## config.mk

```make
export PLATFORM = sky130hd
export DESIGN_NAME = oaf_codec
export DESIGN_NICKNAME = d
export VERILOG_FILES = /design/src/verilog/oaf_pkg.sv /design/src/verilog/oaf_crc_step.sv /design/src/verilog/oaf_codec.sv
export SDC_FILE = /design/constraint.sdc
export NUM_CORES = 2
export LEC_CHECK = 0
export ABC_AREA = 1
export BUFFER_PORTS_ARGS = -buffer_cell sky130_fd_sc_hd__buf_2
export CAP_MARGIN = 20
export CORE_MARGIN = 2
export CORE_UTILIZATION = 35
export CTS_CLUSTER_DIAMETER = 30
export DETAILED_ROUTE_END_ITERATION = 6
export HOLD_SLACK_MARGIN = 0.08
export SYNTH_ARGS = -nofsm -noshare
export SYNTH_HDL_FRONTEND = slang
export SYNTH_SLANG_ARGS = --single-unit
```

## constraint.sdc

```tcl
create_clock -name sys_clk -period 4.1 [get_ports sys_clk]
set_input_delay 1.23 -clock sys_clk [delete_from_list [all_inputs] [get_ports sys_clk]]
set_output_delay 1.23 -clock sys_clk [all_outputs]
set_load 0.02 [all_outputs]
```

## src/verilog/oaf_pkg.sv

```systemverilog
`default_nettype none
package oaf_pkg;
    // timing
    localparam int CLK_PERIOD_NS = 4;
    localparam int US_NS = 1000;
    localparam int US_CYCLES = (US_NS + CLK_PERIOD_NS - 1) / CLK_PERIOD_NS;
    localparam int MS_US = 1000;
    localparam logic [7:0] US_LAST = 8'(US_CYCLES - 1);
    localparam logic [9:0] MS_LAST = 10'(MS_US - 1);

    // frame codes
    localparam logic [3:0] FRAME_TYPE_OPEN = 4'h1;
    localparam logic [3:0] FEATURES_VAL = 4'h0;
    localparam logic [2:0] PROTO_SMP = 3'h0;
    localparam logic [2:0] PROTO_SSP = 3'h1;
    localparam logic [2:0] PROTO_STP = 3'h2;
    localparam logic [3:0] RATE_1G5 = 4'h8;
    localparam logic [3:0] RATE_3G0 = 4'h9;
    localparam logic [15:0] TAG_NONE = 16'hFFFF;
    localparam logic [7:0] PBC_MAX = 8'hFF;
    localparam logic [15:0] WAIT_MAX = 16'hFFFF;
    localparam logic [15:0] WAIT_MS_BASE = 16'h8000;
    localparam logic [2:0] LAST_DWORD = 3'h7;
    localparam logic [31:0] CRC_INIT = 32'hFFFFFFFF;
    localparam logic [31:0] CRC_POLY = 32'h04C11DB7;

    // register offsets
    localparam logic [7:0] REG_CTRL = 8'h00;
    localparam logic [7:0] REG_TAG = 8'h04;
    localparam logic [7:0] REG_DST_LO = 8'h08;
    localparam logic [7:0] REG_DST_HI = 8'h0C;
    localparam logic [7:0] REG_SRC_LO = 8'h10;
    localparam logic [7:0] REG_SRC_HI = 8'h14;
    localparam logic [7:0] REG_STATUS = 8'h18;
    localparam logic [7:0] REG_WAIT = 8'h1C;
    localparam logic [7:0] REG_RX_HEAD = 8'h20;
    localparam logic [7:0] REG_RX_DST_LO = 8'h24;
    localparam logic [7:0] REG_RX_DST_HI = 8'h28;
    localparam logic [7:0] REG_RX_SRC_LO = 8'h2C;
    localparam logic [7:0] REG_RX_SRC_HI = 8'h30;
    localparam logic [7:0] REG_RX_ARB = 8'h34;
    localparam logic [7:0] REG_COUNT = 8'h38;

    // control field positions
    localparam int CTRL_START = 0;
    localparam int CTRL_INIT = 1;
    localparam int CTRL_PROTO = 2;
    localparam int CTRL_NEWREQ = 5;
    localparam int CTRL_RETRY = 6;
    localparam int CTRL_RATE = 8;
    localparam int CTRL_TAGREQ = 12;
    localparam int CTRL_RATEREJ = 13;
    localparam int CTRL_WAITRUN = 14;

    // reset values
    localparam logic [3:0] RATE_RESET = RATE_1G5;
    localparam logic [15:0] TAG_RESET = TAG_NONE;

    typedef struct packed {
        logic initiator;
        logic [2:0] proto;
        logic [3:0] rate;
        logic [15:0] tag;
        logic [63:0] dst;
        logic [63:0] src;
        logic [7:0] pbc;
        logic [15:0] waitTime;
    } oaf_open_t;

    typedef struct packed {
        logic sof;
        logic eof;
        logic [31:0] data;
    } oaf_dw_t;
endpackage
`default_nettype wire

```

## src/verilog/oaf_crc_step.sv

```systemverilog
`default_nettype none
module oaf_crc_step import oaf_pkg::*; (
    input wire logic [31:0] crcIn,
    input wire logic [31:0] dataIn,
    output logic [31:0] crcOut
);
    // one dword, msb first
    always_comb begin
        logic [31:0] c;
        c = crcIn;
        for (int i = 31; i >= 0; i--) begin
            if (c[31] ^ dataIn[i]) begin
                c = {c[30:0], 1'b0} ^ CRC_POLY;
            end else begin
                c = {c[30:0], 1'b0};
            end
        end
        crcOut = c;
    end
endmodule
`default_nettype wire

```

## src/verilog/oaf_codec.sv

```systemverilog
`default_nettype none
module oaf_codec import oaf_pkg::*; (
    input wire logic sys_clk,
    input wire logic resetn,
    input wire logic psel,
    input wire logic penable,
    input wire logic pwrite,
    input wire logic [7:0] paddr,
    input wire logic [31:0] pwdata,
    output logic [31:0] prdata,
    output logic pready,
    output logic pslverr,
    output oaf_dw_t txWord,
    output logic txValid,
    input wire logic txReady,
    input wire oaf_dw_t rxWord,
    input wire logic rxValid,
    output logic connInitiator,
    output logic rxFrameStrobe
);
    typedef enum logic [0:0] {TX_IDLE = 1'b0, TX_SEND = 1'b1} oaf_tx_t;

    function automatic logic [31:0] openWord(oaf_open_t f, logic [2:0] i);
        case (i)
            3'h0: openWord = {f.initiator, f.proto, FRAME_TYPE_OPEN,
                FEATURES_VAL, f.rate, f.tag};
            3'h1: openWord = f.dst[63:32];
            3'h2: openWord = f.dst[31:0];
            3'h3: openWord = f.src[63:32];
            3'h4: openWord = f.src[31:0];
            3'h5: openWord = {8'h00, f.pbc, f.waitTime};
            default: openWord = 32'h00000000;
        endcase
    endfunction

    function automatic logic isMapped(logic [7:0] a);
        isMapped = (a[1:0] == 2'h0) && (a <= REG_COUNT);
    endfunction

    logic ctrlInit, ctrlTagReq, ctrlRateRej, waitRun;
    logic [2:0] ctrlProto;
    logic [3:0] ctrlRate;
    logic [15:0] tagVal;
    logic [63:0] dstAddr, srcAddr;
    logic [7:0] pbc;
    logic [15:0] waitCode;
    logic [7:0] usCnt;
    logic [9:0] msCnt;
    logic [3:0] lastRate;
    logic [15:0] lastTag;
    logic haveLast;
    oaf_tx_t txState;
    logic [2:0] txIdx;
    logic [31:0] txCrc, txCrcNext;
    oaf_open_t txFrame, next_txFrame;
    logic [3:0] rxCnt;
    logic [31:0] rxCrc, rxCrcIn, rxCrcNext;
    logic [31:0] rxBuf [0:6];
    oaf_open_t rxFrame;
    logic [7:0] rxOkCnt, rxDropCnt;
    logic acc, wrAcc, startReq, newReq, retryReq, usTick, rxGood;

    assign acc = psel & penable & pready;
    assign wrAcc = acc & pwrite;
    assign startReq = wrAcc && paddr == REG_CTRL && pwdata[CTRL_START]
                      && txState == TX_IDLE;
    assign newReq = wrAcc && paddr == REG_CTRL && pwdata[CTRL_NEWREQ];
    assign retryReq = wrAcc && paddr == REG_CTRL && pwdata[CTRL_RETRY];
    assign usTick = waitRun && usCnt == US_LAST;

    // apb answer: zero wait, data ready in access phase
    always_ff @(posedge sys_clk or negedge resetn) begin
        if (!resetn) begin
            pready <= 1'b0;
            pslverr <= 1'b0;
            prdata <= 32'h00000000;
        end else begin
            pready <= psel & ~penable;
            pslverr <= psel & ~penable & ~isMapped(paddr);
            if (psel && !penable && !pwrite) begin
                case (paddr)
                    REG_CTRL: prdata <= {17'h0, waitRun, ctrlRateRej,
                        ctrlTagReq, ctrlRate, 3'h0, ctrlProto, ctrlInit,
                        1'b0};
                    REG_TAG: prdata <= {16'h0, tagVal};
                    REG_DST_LO: prdata <= dstAddr[31:0];
                    REG_DST_HI: prdata <= dstAddr[63:32];
                    REG_SRC_LO: prdata <= srcAddr[31:0];
                    REG_SRC_HI: prdata <= srcAddr[63:32];
                    REG_STATUS: prdata <= {lastTag, lastRate, pbc[3:0],
                        5'h0, haveLast, connInitiator, txState};
                    REG_WAIT: prdata <= {8'h0, pbc, waitCode};
                    REG_RX_HEAD: prdata <= {rxFrame.initiator,
                        rxFrame.proto, FRAME_TYPE_OPEN, 4'h0,
                        rxFrame.rate, rxFrame.tag};
                    REG_RX_DST_LO: prdata <= rxFrame.dst[31:0];
                    REG_RX_DST_HI: prdata <= rxFrame.dst[63:32];
                    REG_RX_SRC_LO: prdata <= rxFrame.src[31:0];
                    REG_RX_SRC_HI: prdata <= rxFrame.src[63:32];
                    REG_RX_ARB: prdata <= {8'h0, rxFrame.pbc,
                        rxFrame.waitTime};
                    REG_COUNT: prdata <= {16'h0, rxDropCnt, rxOkCnt};
                    default: prdata <= 32'h00000000;
                endcase
            end
        end
    end

    // software request setup
    always_ff @(posedge sys_clk or negedge resetn) begin
        if (!resetn) begin
            ctrlInit <= 1'b0;
            ctrlProto <= PROTO_SSP;
            ctrlRate <= RATE_RESET;
            ctrlTagReq <= 1'b0;
            ctrlRateRej <= 1'b0;
            waitRun <= 1'b0;
            tagVal <= TAG_RESET;
            dstAddr <= 64'h0;
            srcAddr <= 64'h0;
        end else if (wrAcc) begin
            case (paddr)
                REG_CTRL: begin
                    ctrlInit <= pwdata[CTRL_INIT];
                    ctrlProto <= pwdata[CTRL_PROTO +: 3];
                    ctrlRate <= pwdata[CTRL_RATE +: 4];
                    ctrlTagReq <= pwdata[CTRL_TAGREQ];
                    ctrlRateRej <= pwdata[CTRL_RATEREJ];
                    waitRun <= pwdata[CTRL_WAITRUN];
                end
                REG_TAG: tagVal <= pwdata[15:0];
                REG_DST_LO: dstAddr[31:0] <= pwdata;
                REG_DST_HI: dstAddr[63:32] <= pwdata;
                REG_SRC_LO: srcAddr[31:0] <= pwdata;
                REG_SRC_HI: srcAddr[63:32] <= pwdata;
                default: ;
            endcase
        end
    end

    // blocked retry count
    always_ff @(posedge sys_clk or negedge resetn) begin
        if (!resetn) begin
            pbc <= 8'h00;
        end else if (newReq) begin
            pbc <= 8'h00;
        end else if (retryReq && pbc != PBC_MAX) begin
            pbc <= pbc + 8'h01;
        end
    end

    // arbitration wait time
    always_ff @(posedge sys_clk or negedge resetn) begin
        if (!resetn) begin
            usCnt <= 8'h00;
            msCnt <= 10'h000;
            waitCode <= 16'h0000;
        end else if (newReq) begin
            usCnt <= 8'h00;
            msCnt <= 10'h000;
            waitCode <= 16'h0000;
        end else if (waitRun) begin
            usCnt <= usTick ? 8'h00 : usCnt + 8'h01;
            if (usTick) begin
                if (waitCode < WAIT_MS_BASE) begin
                    waitCode <= waitCode + 16'h0001;
                end else if (msCnt == MS_LAST) begin
                    msCnt <= 10'h000;
                    if (waitCode != WAIT_MAX) begin
                        waitCode <= waitCode + 16'h0001;
                    end
                end else begin
                    msCnt <= msCnt + 10'h001;
                end
            end
        end
    end

    // choose rate and tag for the outgoing request
    always_comb begin
        next_txFrame.initiator = ctrlInit;
        next_txFrame.proto = ctrlProto;
        next_txFrame.dst = dstAddr;
        next_txFrame.src = srcAddr;
        next_txFrame.pbc = pbc;
        next_txFrame.waitTime = waitCode;
        if (ctrlInit) begin
            next_txFrame.rate = ctrlRate;
            if (ctrlProto == PROTO_SMP || !ctrlTagReq) begin
                next_txFrame.tag = TAG_NONE;
            end else begin
                next_txFrame.tag = tagVal;
            end
        end else begin
            // target keeps the initiator's rate unless none was received or rate reject is set; then it sends its own
            if (haveLast && !ctrlRateRej) begin
                next_txFrame.rate = lastRate;
            end else begin
                next_txFrame.rate = ctrlRate;
            end
            next_txFrame.tag = lastTag;
        end
    end

    oaf_crc_step txCrcStep (
        .crcIn(txCrc),
        .dataIn(txWord.data),
        .crcOut(txCrcNext)
    );

    // transmit framer
    always_ff @(posedge sys_clk or negedge resetn) begin
        if (!resetn) begin
            txState <= TX_IDLE;
            txIdx <= 3'h0;
            txValid <= 1'b0;
            txWord <= '0;
            txCrc <= CRC_INIT;
            txFrame <= '0;
        end else begin
            case (txState)
                TX_IDLE: begin
                    if (startReq) begin
                        txFrame <= next_txFrame;
                        txIdx <= 3'h0;
                        txCrc <= CRC_INIT;
                        txValid <= 1'b1;
                        txWord <= '{sof: 1'b1, eof: 1'b0,
                            data: openWord(next_txFrame, 3'h0)};
                        txState <= TX_SEND;
                    end
                end
                TX_SEND: begin
                    if (txReady) begin
                        if (txIdx == LAST_DWORD) begin
                            txValid <= 1'b0;
                            txWord <= '0;
                            txState <= TX_IDLE;
                        end else begin
                            txIdx <= txIdx + 3'h1;
                            txCrc <= txCrcNext;
                            txWord.sof <= 1'b0;
                            txWord.eof <= (txIdx + 3'h1) == LAST_DWORD;
                            if ((txIdx + 3'h1) == LAST_DWORD) begin
                                txWord.data <= txCrcNext;
                            end else begin
                                txWord.data <= openWord(txFrame,
                                    txIdx + 3'h1);
                            end
                        end
                    end
                end
                default: txState <= TX_IDLE;
            endcase
        end
    end

    // receive checker
    assign rxCrcIn = rxWord.sof ? CRC_INIT : rxCrc;

    oaf_crc_step rxCrcStep (
        .crcIn(rxCrcIn),
        .dataIn(rxWord.data),
        .crcOut(rxCrcNext)
    );

    assign rxGood = !rxWord.sof && rxCnt == 4'h7
                    && rxBuf[0][27:24] == FRAME_TYPE_OPEN
                    && rxWord.data == rxCrc;

    always_ff @(posedge sys_clk or negedge resetn) begin
        if (!resetn) begin
            rxCnt <= 4'h8;
            rxCrc <= CRC_INIT;
        end else if (rxValid) begin
            if (rxWord.sof) begin
                rxCnt <= 4'h1;
                rxCrc <= rxCrcNext;
            end else if (rxWord.eof) begin
                rxCnt <= 4'h8;
            end else if (rxCnt != 4'h8) begin
                rxCnt <= rxCnt + 4'h1;
                rxCrc <= rxCrcNext;
            end
        end
    end

    generate
        for (genvar g = 0; g < 7; g++) begin : gRxBuf
            always_ff @(posedge sys_clk) begin
                if (rxValid && !rxWord.eof
                    && (rxWord.sof ? g == 0 : rxCnt == 4'(g))) begin
                    rxBuf[g] <= rxWord.data;
                end
            end
        end
    endgenerate

    // accepted frame: decode, remember, count; others only counted
    always_ff @(posedge sys_clk or negedge resetn) begin
        if (!resetn) begin
            rxFrame <= '0;
            rxOkCnt <= 8'h00;
            rxDropCnt <= 8'h00;
            rxFrameStrobe <= 1'b0;
            lastRate <= RATE_RESET;
            lastTag <= TAG_RESET;
            haveLast <= 1'b0;
        end else begin
            rxFrameStrobe <= rxValid && rxWord.eof && rxGood;
            if (rxValid && rxWord.eof) begin
                if (rxGood) begin
                    rxOkCnt <= rxOkCnt + 8'h01;
                    rxFrame.initiator <= rxBuf[0][31];
                    rxFrame.proto <= rxBuf[0][30:28];
                    rxFrame.rate <= rxBuf[0][19:16];
                    rxFrame.tag <= rxBuf[0][15:0];
                    rxFrame.dst <= {rxBuf[1], rxBuf[2]};
                    rxFrame.src <= {rxBuf[3], rxBuf[4]};
                    rxFrame.pbc <= rxBuf[5][23:16];
                    rxFrame.waitTime <= rxBuf[5][15:0];
                    // tag kept without consistency check
                    if (rxBuf[0][31] && (rxBuf[0][30:28] == PROTO_SSP
                        || rxBuf[0][30:28] == PROTO_STP)) begin
                        lastRate <= rxBuf[0][19:16];
                        lastTag <= rxBuf[0][15:0];
                        haveLast <= 1'b1;
                    end
                end else begin
                    rxDropCnt <= rxDropCnt + 8'h01;
                end
            end
        end
    end

    // role held for the connection
    always_ff @(posedge sys_clk or negedge resetn) begin
        if (!resetn) begin
            connInitiator <= 1'b0;
        end else if (startReq) begin
            connInitiator <= ctrlInit;
        end else if (rxValid && rxWord.eof && rxGood) begin
            connInitiator <= ~rxBuf[0][31];
        end
    end
endmodule
`default_nettype wire

```

======== Word level (Yosys, flattened, before mapping) ========
Memories as Yosys holds them, arrays and structs flattened. A register that Yosys moved wholly into a read port is not among the register bits.
Index checks and enable logic that the tools add are counted.
word-level totals
  output and inout bits ................... 71
  input bits .............................. 81
  memories kept ........................... 1
  bits in registers ....................... 577
  logic and storage cells ................. 466
  bits in writable memories ............... 224
memory list
  memory  words  width  read ports  clocked after Yosys merged registers in  write ports  line             source
  rxBuf   7      32     6           5                                        1            oaf_codec.sv:58  logic [31:0] rxBuf [0:6];
operators by class
  equality and inequality tests ........... 43
  muxes and demuxes ....................... 154
  $lt $le $gt $ge ......................... 2
  $add $sub $neg .......................... 8
  bitwise operators ....................... 138
  reductions and logical operators ........ 74
operators by type and width
  operator                                                                count
  27-bit 2-to-1 mux                                                       64
  14-bit inverter                                                         64
  32-bit one-hot mux with 15 select lines                                 1
  32-bit 2-to-1 mux                                                       14
  32-bit one-hot mux with 6 select lines                                  1
  32-bit OR reduction                                                     6
  16-bit 2-to-1 mux                                                       7
  34-bit 2-to-1 mux                                                       2
  34-bit one-hot mux with 2 select lines                                  1
  32-bit one-hot mux with 2 select lines                                  1
  1-bit bitwise XOR                                                       64
  8-bit by 6-bit equality test with 1-bit output (second input constant)  7
  10-bit 2-to-1 mux                                                       5
  8-bit 2-to-1 mux                                                        5
  1-bit 2-to-1 mux                                                        35
  33-bit 2-to-1 mux                                                       1
  8-bit by 1-bit adder with 8-bit output (second input constant)          4
  32-bit equality test                                                    1
  8-bit by 5-bit equality test with 1-bit output (second input constant)  4
  3-bit 2-to-1 mux                                                        9
  1-bit logical AND                                                       25
  2-bit AND reduction                                                     11
  20-bit 2-to-1 mux                                                       1
  16-bit by 1-bit adder with 16-bit output (second input constant)        1
  35 further kinds                                                        85

======== Longest topological paths before layout ========
  depth after elaboration ................. 68
  gate-level depth with buffers ........... 32
  depth with buffers taken out ............ 32

======== By module ========
Synthesis repeated with hierarchy kept, for this count alone.
second synthesis, totals
  cell total of the unflattened synthesis .. 6485
  area, all modules ....................... 50409.6 µm²
modules (own cells, without submodules)
  module        cells each  sequential area each (µm²)  instances  area an instance (µm²)
  oaf_codec     4643        23772.8                     1          40349.9
  oaf_crc_step  921         0.0                         2          5029.8

======== Least setup slack after synthesis ========
OpenSTA, ideal clock, no wires.
  path kind ............................... input -> register
  from .................................... input rxWord[33] (netlist bit)
  to ...................................... memory rxBuf[4][0] (enable)
  path slack .............................. -742 ps
  arrival ................................. 4374 ps
  required time ........................... 3632 ps
  stages .................................. 6
  setup time .............................. 468 ps
  buffers on the path ..................... 3
  cells stage by stage .................... buf_6 > buf_4 > buf_2 > nor2_1 > nand2_1 > nor3b_1
between the ends
  longest elaborated chain between the ends .. 11
  elaborated cells between the ends (all ways) .. 46
  classes of those cells .................. mux: 33; reduce/logical: 13
RTL lines
  what                                                                                line              source
  start: declaration                                                                  oaf_codec.sv:16   input wire oaf_dw_t rxWord,
  1-bit 2-to-1 mux                                                                    oaf_codec.sv:292  && (rxWord.sof ? g == 0 : rxCnt == 4'(g))) begin
  1-bit logical AND                                                                   oaf_codec.sv:292
  1-bit 2-to-1 mux                                                                    oaf_codec.sv:291  if (rxValid && !rxWord.eof
  1-bit 2-to-1 mux (implied by the code)                                              oaf_codec.sv:293  rxBuf[g] <= rxWord.data;
  32-bit OR reduction (no source line)                                                n/a
  3-bit 2-to-1 mux (no source line) or 1-bit 2-to-1 mux (tied branches) (6 in a row)  n/a
  end: declaration                                                                    oaf_codec.sv:58
Several ways; a longest one is shown, not always the timed one.

======== Worst setup path in the final report ========
  from .................................... register txWord[31] (netlist bit)
  to ...................................... register txWord[11] (netlist bit)
between the ends
  longest elaborated chain between the ends .. 45
  elaborated cells between the ends (all ways) .. 82
  classes of those cells .................. mux: 36; bitwise: 46
RTL lines
  what                                                                   line                source
  start: declaration                                                     oaf_codec.sv:13     output oaf_dw_t txWord,
  start signal: assignment                                               oaf_codec.sv:228    txWord <= '{sof: 1'b1, eof: 1'b0,
  1-bit bitwise XOR (*)                                                  oaf_crc_step.sv:12  if (c[31] ^ dataIn[i]) begin
  27-bit 2-to-1 mux (*)                                                  oaf_crc_step.sv:12
  27-bit 2-to-1 mux or 14-bit inverter (tied branches) (3 in a row)      n/a
  14-bit inverter (no source line) or 27-bit 2-to-1 mux (tied branches)  n/a
  27-bit 2-to-1 mux                                                      oaf_crc_step.sv:12
  27-bit 2-to-1 mux or 14-bit inverter (tied branches) (4 in a row)      n/a
  27-bit 2-to-1 mux                                                      oaf_crc_step.sv:12
  14-bit inverter (no source line) or 27-bit 2-to-1 mux (tied branches)  n/a
  [24 not listed]                                                        n/a
  14-bit inverter (no source line) or 1-bit bitwise XOR (tied branches)  n/a
  27-bit 2-to-1 mux                                                      oaf_crc_step.sv:12
  14-bit inverter (no source line) or 1-bit bitwise XOR (tied branches)  n/a
  27-bit 2-to-1 mux (*)                                                  oaf_crc_step.sv:12
  32-bit 2-to-1 mux (*)                                                  oaf_codec.sv:244    if ((txIdx + 3'h1) == LAST_DWORD) begin
  33-bit 2-to-1 mux (*)                                                  oaf_codec.sv:235    if (txIdx == LAST_DWORD) begin
  34-bit 2-to-1 mux (*)                                                  oaf_codec.sv:234    if (txReady) begin
  34-bit one-hot mux with 2 select lines (*)                             oaf_codec.sv:221    case (txState)
Mark *: on every way between the ends. The rest lies on a longest branch, timed or not. The select of a mux whose other input is x is not followed.
A chain may end at the register's enable or synchronous reset.

==> key figures <==
Clocking
  – CTS sink cnt: around 910
  – Clock Tree Buf Depth: 3
  – CTS Buf Count: around 190
  – Clock Latency Late Sink: 0.80 ns
  – # H-tree levels: 4
  – CTS tree: built
  – Clk pin slew, worst setup/hold paths: about 0.050 ns
  – Root buf cell: clkbuf_16

Global route
  – Vias in the first global route: 41600
  – Initial antenna violation count: 13
  – GRT Residual Overflow: 0
  – Largest net degree at the start of global routing: 114
  – First-pass GRT wire length: ~270000 um
  – Total Routing Usage GR: roughly a quarter

Route
  – Wirelength, routed: 180000 um
  – Number of remaining DRC errors: 0
  – Met3 Wirelength: 13400 um
  – Drt initial violations: 4324
  – Vias: 43400
  – DR pass1 iterations: 6
  – M1 WL: 75700 um
  – Post-DRT Antenna Nets: 0
  – Top layer in use: met5
  – Number of vias per cell: 5.20
  – Met2 wire len: 83900 um
  – WL per Instance: 21.6 um

Synthesis
  – Area share of the leading cell type in the synthesized netlist: 33.0%
  – Post-synth net total: 5945
  – Synth warn: 0
  – Distinct cells, synth: 68
  – Post-synth top cells: nand2_1, inv_1, dfrtp_1
  – Syn Inst Count: 5847
  – FFs w/ async S/R, synth: 80.2%
  – Most common cell in the netlist: nand2_1
  – Cell taking the most area after synthesis: dfrtp_1
  – Synth area leaders: dfrtp_1, nand2_1, edfxtp_1
  – Avg Cell Area, Syn: between 8 and 9 sq um
  – Cell Area, Synth: 47700 sq um
  – Top_reg_cell synth: dfrtp_1
  – Post-synth EDFFs: between 150 and 200
  – Register area share after synthesis: roughly 50%
  – #FFs+latches synth: 909

Critical path
  – Crit start category: flip-flop
  – Critical Path AT: 4.56 ns
  – Worst-path fanout max: 10
  – R2R depth: 29
  – Family with the most delay on the worst path: simple AND/OR/NAND/NOR gates
  – Reg2reg end: txWord[11]
  – Max stage delay on crit path: 0.48 ns
  – WP data required: 4.82 ns
  – CP Capture Type: flip-flop
  – CP Class: reg2reg
  – Buffers plus inverters on the worst setup path: 5
  – Reg2Reg Setup Slack: 0.26 ns
  – Slowest-stage cell, CP: dfrtp_1
  – Crit Reg-Reg Startpoint: txWord[31]
  – CP dominant cell by count: nand2_2

Timing
  – Final hold vios: 0
  – Final Cycle Share: between 90 and 100%
  – Worst-margin pin slew: 1.20 ns
  – Setup violators final: 0
  – Slew Viols, Final: 0
  – Max Fclk: about 260 MHz
  – Slew HR: 19.8%
  – Clock skew: 0.0458 ns
  – Post-layout minimum cycle time: 3.84 ns

Cells and area
  – Fin nets: between 6000 and 7000
  – Layout cells sized above 1: between 10% and 20%
  – Final Cell Area: 60100 sq um
  – Antenna diodes: 0
  – Cell Count, Final, Fillers Out: 8340
  – Register area: 23800 sq um
  – Multi-input gate area: 20700 sq um
  – Layout area overhead: 26.1%
  – Fillcell total: ~13000

Placement
  – Detailed-placement wirelength estimate: 135000 um
  – Cells after DPL: 7990
  – Port bufs: ~150
  – Routability cong.: 0.988
  – Placed Area: 53600 sq um

Job
  – Max Cap Viol: 0

Die
  – Initial Utilization: 35.2%
  – Site row count: roughly 140
  – Die H: about 370 um
  – Ports: 152
  – Die area: ~140000 sq um
  – DIE WIDTH: 373 um
  – Core area: between 100000 and 150000 sq um

Worst hold path
  – Class of the worst hold path: in2async

Run status
  – Status: complete, no violations
-- logic make-up (layout without fill, tap and decap cells) --
family                   after synthesis  after routing  synth area share (%)
AO/OA/AOI/OAI                       1007           1007                  12.3
XOR/XNOR                             298            298                  5.78
adder cells (fa/ha/maj)               17             17                 0.446
buffers and inverters                927           1639                  7.38
flip-flops                           909            909                  49.9
AND/OR/NAND/NOR                     2689           2689                  24.3
-- layer usage --
metal	global-route usage (%)	vias up
met5	0	-
met4	10.7	18
met3	4.88	358
li1	-	20200
met1	33.2	21100
met2	41.3	1696
-- metrics by stage --
| stage | TNS (ns) | worst slack [ns] | hold WS [ns] | utilization [%] |
|---|---|---|---|---|
| final | 0 | 0.256 | 0.382 | 44.4 |
| after global routing | -0.0131 | -0.0131 | 0.403 | 44.4 |
| after CTS | 0 | 0.162 | 0.366 | 44.3 |
| after detailed placement | -18.88 | -0.511 | 0.432 | 39.6 |
| after global placement | -16.79 | -0.547 | 0.429 | 39.6 |
| after floorplan | 0 | 0.287 | 0.425 | - |
-- registers in the layout, summed over array words and instances (netlist names), 4 cells and up --
name and cells:
rxBuf 180, rxFrame 176, txFrame 176, dstAddr 64, srcAddr 64, txWord 34
prdata 32, rxCrc 32, txCrc 32, lastTag 16, tagVal 16, waitCode 16
msCnt 10, pbc 8, rxDropCnt 8, rxOkCnt 8, usCnt 8, ctrlRate 4
lastRate 4, rxCnt 4
-- area by class of cell --
cell class                 count  share of cell area, %
sequential                   909                   39.6
multi-input combinational   4011                   34.4
clock buffer                 240                   8.41
timing repair buffer         566                   7.27
inverter                     725                   4.54
tap                         1781                   3.71
clock inverter               108                   2.15
-- cell usage in the layout (no fill, tap or decap), types with 33 or more instances in the layout --
cell and count:
buf_2 150, nor3_1 41, nand4_1 36, nand2_1 1859
dfstp_2 100, o22ai_1 142, xnor2_1 56, buf_12 39
clkbuf_16 185, inv_1 679, xor2_1 227, a221oi_1 73
a21oi_1 101, nand2_4 46, nand3_1 321, clkbuf_1 33
dfrtp_1 628, buf_4 376, nor2_1 158, nand2_2 123
edfxtp_1 180, inv_2 37, o21ai_0 566
-- worst max path at each step --
stage	from	to	depth (start not counted)
CTS	txWord[31]	txWord[18]	23
global route	txWord[31]	txWord[26]	28
global placement	rxWord[33]	rxCrc[28]	20
detailed placement	rxWord[33]	rxCrc[28]	20
floorplan	rxWord[33]	rxBuf[2][0]	6
finish	txWord[31]	txWord[11]	29
-- what timing repair did --
action | CTS | global route
setup buffers | 0 | 2
hold buffers | 0 | 0
setup endpoints to repair | 0 | 50
hold endpoints to repair | 0 | 0
resized for setup | 0 | 28
Power is left out: the tool's default activity adds up to more than one toggle a clock period on the data nets, which glitch-free logic cannot reach.
